==> src/hpf_pkg.sv <==
package hpf_pkg;
  // ----------------------------------------------------------------------
  // Port widths and fixed addresses
  // ----------------------------------------------------------------------
  localparam int DATA_W = 32;
  localparam int ADDR_W = 8;
  localparam int CNT_W = 16;
  localparam logic [7:0] DIRECT_FIFO_ADDR = 8'hff;
  localparam logic [7:0] DMA_PORT_ADDR = 8'h80;
  localparam logic [31:0] DATA_RESET = 32'h0000_0000;
  localparam logic [15:0] CNT_RESET = 16'h0000;
  // Wait counter load; wait is held at least one cycle more than this before data is presented
  localparam int WAIT_CYCLES = 2;
  localparam logic [1:0] WAIT_CNT = 2'(WAIT_CYCLES);

  // ----------------------------------------------------------------------
  // Device end states (one-hot)
  // ----------------------------------------------------------------------
  typedef enum logic [4:0] {
    DS_IDLE = 5'h01,
    DS_WAIT = 5'h02,
    DS_DRIVE = 5'h04,
    DS_DMA = 5'h08,
    DS_DWORD = 5'h10
  } hpf_dev_state_t;

  // ----------------------------------------------------------------------
  // Processor end states (one-hot)
  // ----------------------------------------------------------------------
  typedef enum logic [6:0] {
    PS_IDLE = 7'h01,
    PS_SEL = 7'h02,
    PS_OE = 7'h04,
    PS_CAP = 7'h08,
    PS_DROP_OE = 7'h10,
    PS_DROP_CS = 7'h20,
    PS_DROP_ACK = 7'h40
  } hpf_proc_state_t;
endpackage : hpf_pkg

==> src/hpf_port_if.sv <==
`timescale 1ns/1ns
// Parallel port between the processor and the controller; all strobes
// are active low and wait is driven only by the device.
interface hpf_port_if;
  import hpf_pkg::*;
  logic [ADDR_W-1:0] addr;
  logic cs_n;
  logic oe_n;
  logic wait_n;
  logic dma_request_n;
  logic dma_grant_n;
  logic [DATA_W-1:0] data_out;
  logic data_oe;
  // Resolved bus level seen by the processor
  logic [DATA_W-1:0] data;
  assign data = data_oe ? data_out : '0;

  modport dev (
    input addr, cs_n, oe_n, dma_grant_n,
    output wait_n, dma_request_n, data_out, data_oe
  );
  modport proc (
    output addr, cs_n, oe_n, dma_grant_n,
    input wait_n, dma_request_n, data
  );
endinterface : hpf_port_if

==> src/hpf_dev.sv <==
`timescale 1ns/1ns
// What this block does
// - Direct read returns one 32-bit word
// - Processor repeats full sequence per word
// - Wait and output strobe in any order
// - Device starts DMA by asserting request
// - One request covers the whole block
// - Request held until grant is seen
// - Processor ends block at zero count
// - Device keeps its own DMA word count
// - DMA uses fixed port address 0x80
// - Device is DMA slave only
// - Processor asserts grant, select, then strobe
// - Select and strobe low drive next word
// - Processor drops strobe, select, then grant
// - Further words reuse grant without request
// - Request release order versus select free
// - Wait never asserted during DMA
// - Address 0xFF select: wait, word, release
// - Processor direct read pin sequence

// Limitation: a block word is taken only while the fifo holds data.
// The processor end has no wait to stretch a DMA cycle, so the local
// fifo must stay ahead of the block for the whole transfer; a stall
// there costs a zero word read from the undriven bus rather than a wait state.
module hpf_dev #(
  parameter int CNT_WIDTH = hpf_pkg::CNT_W
) (
  input wire logic clk_sys,
  input wire logic reset_n,
  input wire logic clk_en,
  hpf_port_if.dev port,
  // FIFO read side
  input wire logic [hpf_pkg::DATA_W-1:0] fifo_data,
  input wire logic fifo_valid,
  output logic fifo_pop,
  // Block start: number of words to send by DMA
  input wire logic dma_start,
  input wire logic [CNT_WIDTH-1:0] dma_words,
  output logic dma_busy,
  output logic [CNT_WIDTH-1:0] dma_done_cnt
);
  import hpf_pkg::*;

  // ----------------------------------------------------------------------
  // State
  // ----------------------------------------------------------------------
  typedef struct packed {
    // Sequencing
    hpf_dev_state_t st;
    logic [1:0] wcnt;
    // Pin drivers, all registered so the port never glitches
    logic wait_n;
    logic req_n;
    logic [DATA_W-1:0] dout;
    logic doe;
    // Local side
    logic pop;
    logic busy;
    // Block bookkeeping, apart from the processor's own count
    logic [CNT_WIDTH-1:0] left;
    logic [CNT_WIDTH-1:0] done;
  } hpf_dev_regs_t;

  hpf_dev_regs_t s_reg;
  hpf_dev_regs_t s_next;

  // ----------------------------------------------------------------------
  // Port decode
  // ----------------------------------------------------------------------
  // Strobes are active low; decode them once so the states read plainly
  logic sel;
  logic rd;
  logic dma_hit;
  logic direct_hit;
  assign sel = !port.cs_n;
  assign rd = sel && !port.oe_n;
  // Block word: grant, both strobes and the fixed port address
  assign dma_hit = !port.dma_grant_n && rd &&
      port.addr == DMA_PORT_ADDR;
  // Direct reads are ignored while a grant is out, so a block word
  // is never mistaken for a direct fetch
  assign direct_hit = sel && port.dma_grant_n &&
      port.addr == DIRECT_FIFO_ADDR;

  // ----------------------------------------------------------------------
  // Next state
  // ----------------------------------------------------------------------
  // One pass builds the whole next state from the current one
  always_comb begin
    s_next = s_reg;
    s_next.pop = 1'b0;
    case (s_reg.st)
      DS_IDLE: begin
        s_next.doe = 1'b0;
        // A block start wins over a direct select in the same cycle
        if (dma_start && dma_words != '0) begin
          s_next.req_n = 1'b0;
          s_next.busy = 1'b1;
          s_next.left = dma_words;
          s_next.done = '0;
          s_next.st = DS_DMA;
        end else if (direct_hit) begin
          // Wait goes low whether the strobe is already down or not
          s_next.wait_n = 1'b0;
          s_next.wcnt = WAIT_CNT;
          s_next.st = DS_WAIT;
        end
      end
      DS_WAIT: begin
        // Wait holds until a word exists and the wait count runs out;
        // the word is shown only once the strobe is down
        if (s_reg.wcnt != 2'h0) begin
          s_next.wcnt = s_reg.wcnt - 2'h1;
        end else if (fifo_valid && !port.oe_n) begin
          s_next.dout = fifo_data;
          s_next.doe = 1'b1;
          s_next.pop = 1'b1;
          s_next.wait_n = 1'b1;
          s_next.st = DS_DRIVE;
        end
      end
      DS_DRIVE: begin
        // One word per select; the next word needs a new select.
        // Data stays on the bus until select rises, whatever oe does.
        if (!sel) begin
          s_next.doe = 1'b0;
          s_next.st = DS_IDLE;
        end
      end
      DS_DMA: begin
        // Request is released on grant, whatever select is doing;
        // the processor may already be selecting, which is allowed
        if (!port.dma_grant_n) begin
          s_next.req_n = 1'b1;
        end
        // The word counter moves with the pop so both stay in step
        if (dma_hit && fifo_valid) begin
          s_next.dout = fifo_data;
          s_next.doe = 1'b1;
          s_next.pop = 1'b1;
          s_next.done = s_reg.done + CNT_WIDTH'(1);
          s_next.left = s_reg.left - CNT_WIDTH'(1);
          s_next.st = DS_DWORD;
        end
      end
      DS_DWORD: begin
        // Bus released as soon as the strobe rises
        if (port.oe_n) begin
          s_next.doe = 1'b0;
        end
        // Cycle ends when grant goes away; no new request in a block
        if (port.dma_grant_n) begin
          s_next.doe = 1'b0;
          if (s_reg.left == '0) begin
            // Last word: drop busy and let direct reads back in
            s_next.busy = 1'b0;
            s_next.st = DS_IDLE;
          end else begin
            s_next.st = DS_DMA;
          end
        end
      end
      default: begin
        s_next.st = DS_IDLE;
      end
    endcase
    // Wait stays released for the whole DMA block; a stray wait would
    // stall a DMA engine that has no wait input
    if (s_reg.busy) begin
      s_next.wait_n = 1'b1;
    end
  end

  // ----------------------------------------------------------------------
  // State register
  // ----------------------------------------------------------------------
  // Clock enable low holds every bit, port pins included; reset
  // leaves every strobe released and the bus undriven
  always_ff @(posedge clk_sys or negedge reset_n) begin
    if (!reset_n) begin
      s_reg.st <= DS_IDLE;
      s_reg.wcnt <= 2'h0;
      s_reg.wait_n <= 1'b1;
      s_reg.req_n <= 1'b1;
      s_reg.dout <= DATA_RESET;
      s_reg.doe <= 1'b0;
      s_reg.pop <= 1'b0;
      s_reg.busy <= 1'b0;
      s_reg.left <= '0;
      s_reg.done <= '0;
    end else if (clk_en) begin
      s_reg <= s_next;
    end
  end

  // ----------------------------------------------------------------------
  // Outputs
  // ----------------------------------------------------------------------
  // Slave only: no address or strobe outputs exist here
  assign port.wait_n = s_reg.wait_n;
  assign port.dma_request_n = s_reg.req_n;
  assign port.data_out = s_reg.dout;
  assign port.data_oe = s_reg.doe;
  // Local handshake and count
  assign fifo_pop = s_reg.pop;
  assign dma_busy = s_reg.busy;
  assign dma_done_cnt = s_reg.done;
endmodule : hpf_dev

==> src/flat_wrapper.sv <==
// flat-port wrapper written by rule: the top's interface ports become plain ports
module hpf_dev_flat import hpf_pkg::*;
#(
  parameter int CNT_WIDTH = hpf_pkg::CNT_W
)
  (clk_sys, reset_n, clk_en, fifo_data, fifo_valid, fifo_pop, dma_start, dma_words, dma_busy, dma_done_cnt, port_addr, port_cs_n, port_oe_n, port_dma_grant_n, port_wait_n, port_dma_request_n, port_data_out, port_data_oe);
  hpf_port_if port_i ();
  input wire logic clk_sys;
  input wire logic reset_n;
  input wire logic clk_en;
  input wire logic [hpf_pkg::DATA_W-1:0] fifo_data;
  input wire logic fifo_valid;
  output logic fifo_pop;
  input wire logic dma_start;
  input wire logic [CNT_WIDTH-1:0] dma_words;
  output logic dma_busy;
  output logic [CNT_WIDTH-1:0] dma_done_cnt;
  input wire logic [$bits(port_i.addr)-1:0] port_addr;
  input wire logic [$bits(port_i.cs_n)-1:0] port_cs_n;
  input wire logic [$bits(port_i.oe_n)-1:0] port_oe_n;
  input wire logic [$bits(port_i.dma_grant_n)-1:0] port_dma_grant_n;
  output wire logic [$bits(port_i.wait_n)-1:0] port_wait_n;
  output wire logic [$bits(port_i.dma_request_n)-1:0] port_dma_request_n;
  output wire logic [$bits(port_i.data_out)-1:0] port_data_out;
  output wire logic [$bits(port_i.data_oe)-1:0] port_data_oe;
  assign port_i.addr = port_addr;
  assign port_i.cs_n = port_cs_n;
  assign port_i.oe_n = port_oe_n;
  assign port_i.dma_grant_n = port_dma_grant_n;
  assign port_wait_n = port_i.wait_n;
  assign port_dma_request_n = port_i.dma_request_n;
  assign port_data_out = port_i.data_out;
  assign port_data_oe = port_i.data_oe;
  hpf_dev #(.CNT_WIDTH(CNT_WIDTH)) u_core (.clk_sys(clk_sys), .reset_n(reset_n), .clk_en(clk_en), .port(port_i), .fifo_data(fifo_data), .fifo_valid(fifo_valid), .fifo_pop(fifo_pop), .dma_start(dma_start), .dma_words(dma_words), .dma_busy(dma_busy), .dma_done_cnt(dma_done_cnt));
endmodule
==> config.mk <==
export PLATFORM = sky130hd
export DESIGN_NAME = hpf_dev_flat
export DESIGN_NICKNAME = d
export VERILOG_FILES = /design/src/hpf_pkg.sv /design/src/hpf_port_if.sv /design/src/hpf_dev.sv /design/src/flat_wrapper.sv
export SDC_FILE = /design/constraint.sdc
export NUM_CORES = 1
export LEC_CHECK = 0
export ABC_AREA = 1
export BUFFER_PORTS_ARGS = -buffer_cell sky130_fd_sc_hd__buf_2
export CAP_MARGIN = 10
export CORE_MARGIN = 4
export CORE_UTILIZATION = 54
export DETAILED_ROUTE_END_ITERATION = 10
export PLACE_DENSITY = 0.85
export SLEW_MARGIN = 20
export SYNTH_ARGS = -nofsm -noshare
export SYNTH_HDL_FRONTEND = slang
export SYNTH_SLANG_ARGS = --single-unit
==> constraint.sdc <==
create_clock -name clk_sys -period 2 [get_ports clk_sys]
set_input_delay 0.2 -clock clk_sys [delete_from_list [all_inputs] [get_ports clk_sys]]
set_output_delay 0.2 -clock clk_sys [all_outputs]
set_load 0.005 [all_outputs]
# Word-level counts from Yosys, hierarchy flattened
# Cells that the tools add are included.
[totals] ff_bits=76 in_bits=64 word_cells=98
[op_classes] add_sub_neg=3 eq_ne=24 mux=33 reduce_logical=28
[ops] operator="case mux 32 bit (2 select lines)" count=2
[ops] operator="2-to-1 mux 34 bit" count=3
[ops] operator="2-to-1 mux 33 bit" count=1
[ops] operator="2-to-1 mux 32 bit" count=1
[ops] operator="2-to-1 mux 5 bit" count=6
[ops] operator="case mux 5 bit (5 select lines)" count=1
[ops] operator="adder 16 x 1 -> 16 bit, second input constant" count=1
[ops] operator="== test 8 bit, second input constant" count=2
[ops] operator="zero test 16 bit" count=1
[ops] operator="nonzero test 16 bit" count=1
[ops] operator="subtractor 16 x 1 -> 16 bit, second input constant" count=1
[ops] operator="AND reduction 5 bit" count=3
[ops] operator="AND reduction 7 bit" count=2
[ops] operator="!= test 2 x 1 -> 1 bit, second input constant" count=6
[ops] operator="2-to-1 mux 1 bit" count=10
[ops] operator="!= test 2 bit, second input constant" count=5
[ops] operator="nonzero test 2 bit" count=5
[ops] operator="!= test 3 x 1 -> 1 bit, second input constant" count=3
[ops] operator="logical AND 1 bit" count=8
[ops] operator="2-to-1 mux 8 bit" count=1
[ops] operator="AND reduction 4 bit" count=2
[ops] operator="!= test 3 x 2 -> 1 bit, second input constant" count=2
[ops] operator="case mux 1 bit (2 select lines)" count=3
[ops] operator="case mux 3 bit (2 select lines)" count=1
[ops] operator="other kinds (15)" count=17

# Logic depth before layout (Yosys ltp)
[depth] ltp_word=7 depth_mapped=12 ltp_nobuf=11

# Worst setup path before layout
# Ideal clock, no wire load.
[synth_timing] path_type="register -> register" start="reg u_core.s_reg[69] in the netlist's numbering" end="reg u_core.s_reg[72] in the netlist's numbering" t_arrival_ps=1439 t_required_ps=1883 setup_slack_ps=444 path_stages_with_launch=12 n_path_buf=0 period_less_slack_ps=1556 cell_sequence="dfrtp_1 inv_1 ha_1 inv_1 nor2_1 inv_1 nand2_1 nand2_1 nor2_2 nand2_1 nand2_1 nand2_1"
[synth_between] elab_chain_len=3
[synth_rtl] item="start, declared" line_no="hpf_dev.sv:65" rtl="hpf_dev_regs_t s_reg;"
[synth_rtl] item="start signal, assigned" line_no="hpf_dev.sv:193" rtl="s_reg <= s_next;"
[synth_rtl] item="nonzero test 2 bit" line_no="hpf_dev.sv:113" rtl="if (s_reg.wcnt != 2'h0) begin"
[synth_rtl] item="!= test 2 bit (no source line)"
[synth_rtl] item="AND reduction 7 bit (no source line)"
# Every way passes these cells.
# A chain may end at the register's enable or synchronous reset.

# Worst setup path in the final report
[layout_timing] start="reg u_core.s_reg[69] in the netlist's numbering" end="reg u_core.s_reg, in the netlist u_core.port.data_out[20]"
[layout_between] elab_chain_len=3
[layout_rtl] item="nonzero test 2 bit" line_no="hpf_dev.sv:113"
[layout_rtl] item="!= test 2 bit (no source line)"
[layout_rtl] item="AND reduction 5 bit (no source line)"
# Every way passes these cells.

==> flow_metrics.tcl <==
set metrics [dict create \
    status "complete, no violations" \
    worstMarginPinSlew_ps 552 \
    rr_startpoint "u_core.s_reg[69]$_DFFE_PN0P_" \
    hold_viol 0 \
    irDropWorstVdd_mv 0.560 \
    design_area_um2 5320 \
    path_cells "inv_1 > ha_1 > inv_1 > nor2_1 > inv_1 > nand2_1 > nand4_4 > buf_12 > nand2_1 > o21ai_2" \
    critPathCapture "u_core.port.data_out[20]$_DFFE_PN0P_" \
    synth_cell_type_count 34 \
    critPathLaunchType "register" \
    fin_setup_tns_ps 0 \
    pin_count 117 \
    clk_latency_ps 350 \
    ys.warnings.count 0 \
    cts-htree-levels 3 \
    num_vias 4282 \
    met3_usage_pct 3.82 \
    cts.clk_slew.worst_paths_ps 90 \
    slew_violations 0 \
    min_period_ps 1850 \
    num_rows 34 \
    reg2reg_depth 10 \
    reg2reg_to "u_core.port.data_out[20]$_DFFE_PN0P_" \
    grt_util_met2_pct 35.7 \
    largest_reg_flops 32 \
    worstPathArrival_ps 2080 \
    crit_top_cell "inv_1" \
    die-area_um2 10500 \
    remaining_drc_errors 0 \
    ys_ff_latch 76 \
    yosysTopAreaCell "dfrtp_1" \
    synth_area_leaders "dfrtp_1 (38%), nand2_1 (18%), buf_4 (8.5%)" \
    fin_ws_ps 155 \
    cp-end-kind "register" \
    via_per_inst 5.08 \
    gr-usage-met1_pct 27.1 \
    min_period_over_period_pct 92.3 \
    worst-setup-path-type "reg2reg" \
    cts_made_buffers 9 \
    fin_total_pwr_mw 6.55 \
    grt_pass1_vias 4051 \
    dp_hpwl_um 8070 \
    mappedNetlistNets 729 \
    startpoint "u_core.s_reg[69]$_DFFE_PN0P_" \
    placed_area_um2 5130 \
    async_flop_share_pct 100 \
    globalRoute.busiestLayer "met2" \
    crit_fanout 31 \
    yosysMostFrequentCell "nand2_1" \
    overflow 0 \
    dp.cells 826 \
    rsz0062_at_grt "no" \
    cts_tree "built" \
    synth_common_cells "nand2_1 (234), dfrtp_1 (73), nor2_1 (66), buf_4 (54), inv_1 (46)" \
    grt_max_degree 77 \
    required_ps 2240 \
    layout.nets 798 \
    synth_seq_area_share_pct 39.7 \
    max-slew-margin-rel_pct 63.1 \
    grt_pass1_wl_um 17800 \
    drive_above_1_share_pct 23.4 \
    synth_area_per_cell_um2 7.25 \
    numClockSinks 76 \
    setup_viol 0 \
    post_cts_buffers 0 \
    whs_ps 89.2 \
    reg2reg_slack_ps 150 \
    grt_usage_pct 21.3 \
    syn-cell-area_um2 4790 \
    syn_inst 661 \
    worst_path_largest_cell_delay_ps 390 \
    die_y_um 102 \
    max_freq_mhz 542 \
    final_util_pct 61.3 \
    stdcell_count 843 \
    routed_wirelength_um 10900 \
    drt_iter0_markers 183 \
    ant_nets 0 \
    fin_worst_skew_ps 8.00 \
    die_x_um 102 \
    p_leak_nw 2.78 \
    coreArea_um2 8680 \
    portBuffers 116 \
    globalplace.congestion 0.965 \
    cts_root_buf "clkbuf_8" \
    cts_buffer_depth 2 \
    crit_slowest_cell "dfrtp_1" \
    start_util_pct 55.2 \
    hold_class "in2reg" \
    synth_top_area_share_pct 38.1 \
    p_per_area_nw_per_um2 1230 \
    areaGrowthSynthToFinish_pct 11.0 \
    drtPass1Iterations 4 \
    diodes 0 \
    antenna_found_initial 0 \
    synth_edf_count 0 \
    maxCapViolCount 0 \
    synthFlopType "dfrtp_1" \
    place_worst_setup_slack_ps 188 \
    detail_route.wl_per_cell_um 13.0 \
]
## cell families (layout without fill, tap and decap cells)
kind of cell / after synthesis / after routing / synth area share, %
AND/OR/NAND/NOR: 369 / 369 / 32.3
buffers and inverters: 119 / 193 / 14.3
flip-flops: 76 / 76 / 39.7
AO/OA/AOI/OAI: 69 / 69 / 8.19
XOR/XNOR: 22 / 22 / 4.02
adder cells (fa/ha/maj): 4 / 4 / 1.04
multiplexers: 2 / 2 / 0.418
## worst min path at each step
stage	start	endpoint	slack [ps]	cells past startpoint
3_3_place_gp	reset_n	u_core.port.data_out[3]$_DFFE_PN0P_	270	2
3_5_place_dp	reset_n	u_core.port.data_out[7]$_DFFE_PN0P_	270	2
6_report	fifo_data[29]	u_core.port.data_out[29]$_DFFE_PN0P_	90	3
2_1_floorplan	reset_n	u_core.dma_busy$_DFFE_PN0P_	-100	0
4_1_cts	fifo_data[29]	u_core.port.data_out[29]$_DFFE_PN0P_	80	3
5_1_grt	fifo_data[24]	u_core.port.data_out[24]$_DFFE_PN0P_	80	3
## placed cells by master, fill, tap and decap left out, drive strengths merged, types with 2 or more instances in the layout
cell type / Yosys / final
buf: 67 / 125
mux2i: 2 / 2
a21oi: 4 / 4
xor2: 18 / 18
nand2: 239 / 239
dfrtp: 73 / 73
clkbuf: 1 / 9
clkinvlp: 0 / 2
nand4: 17 / 17
clkinv: 1 / 6
dfstp: 3 / 3
o21ai: 61 / 61
ha: 4 / 4
xnor2: 4 / 4
inv: 50 / 50
nand3b: 2 / 2
nand3: 36 / 36
nor2: 71 / 71
nor3: 3 / 3
## layer usage
metal  wire (µm)  part of all wire (%)  vias up
met3         798                   7.3       27
met5           0                     0        -
met1        4800                    44     1913
met4         299                   2.7        0
li1            -                     -     2185
met2        5050                    46      157
## where the power goes
part           total [mW]  internal [mW]  switching (mW)
Combinational        3.16           1.15            2.01
Sequential           2.36           2.02           0.345
Clock                1.03          0.443           0.585
## critical path: cells and delay by family (launching register included)
kind	cells	cell delay [ps]
buf+inv	4	490
compound gates	1	50
simple gates	4	630
fa+ha+maj	1	170
flops	1	390
## cell type report
cell class / instances / area [µm²]
Fill cell: 788 / 3360
Multi-Input combinational cell: 466 / 2210
Sequential cell: 76 / 1910
Timing Repair Buffer: 126 / 708
Inverter: 51 / 191
Tap cell: 108 / 135
Clock buffer: 9 / 124
Clock inverter: 7 / 43.8
## timing repair
item / CTS / global route
resized for setup: 0 / 2
hold buffers: 1 / 0
hold endpoints to repair: 73 / 0
setup endpoints to repair: 0 / 13
Power figures use the tool's default switching activity.
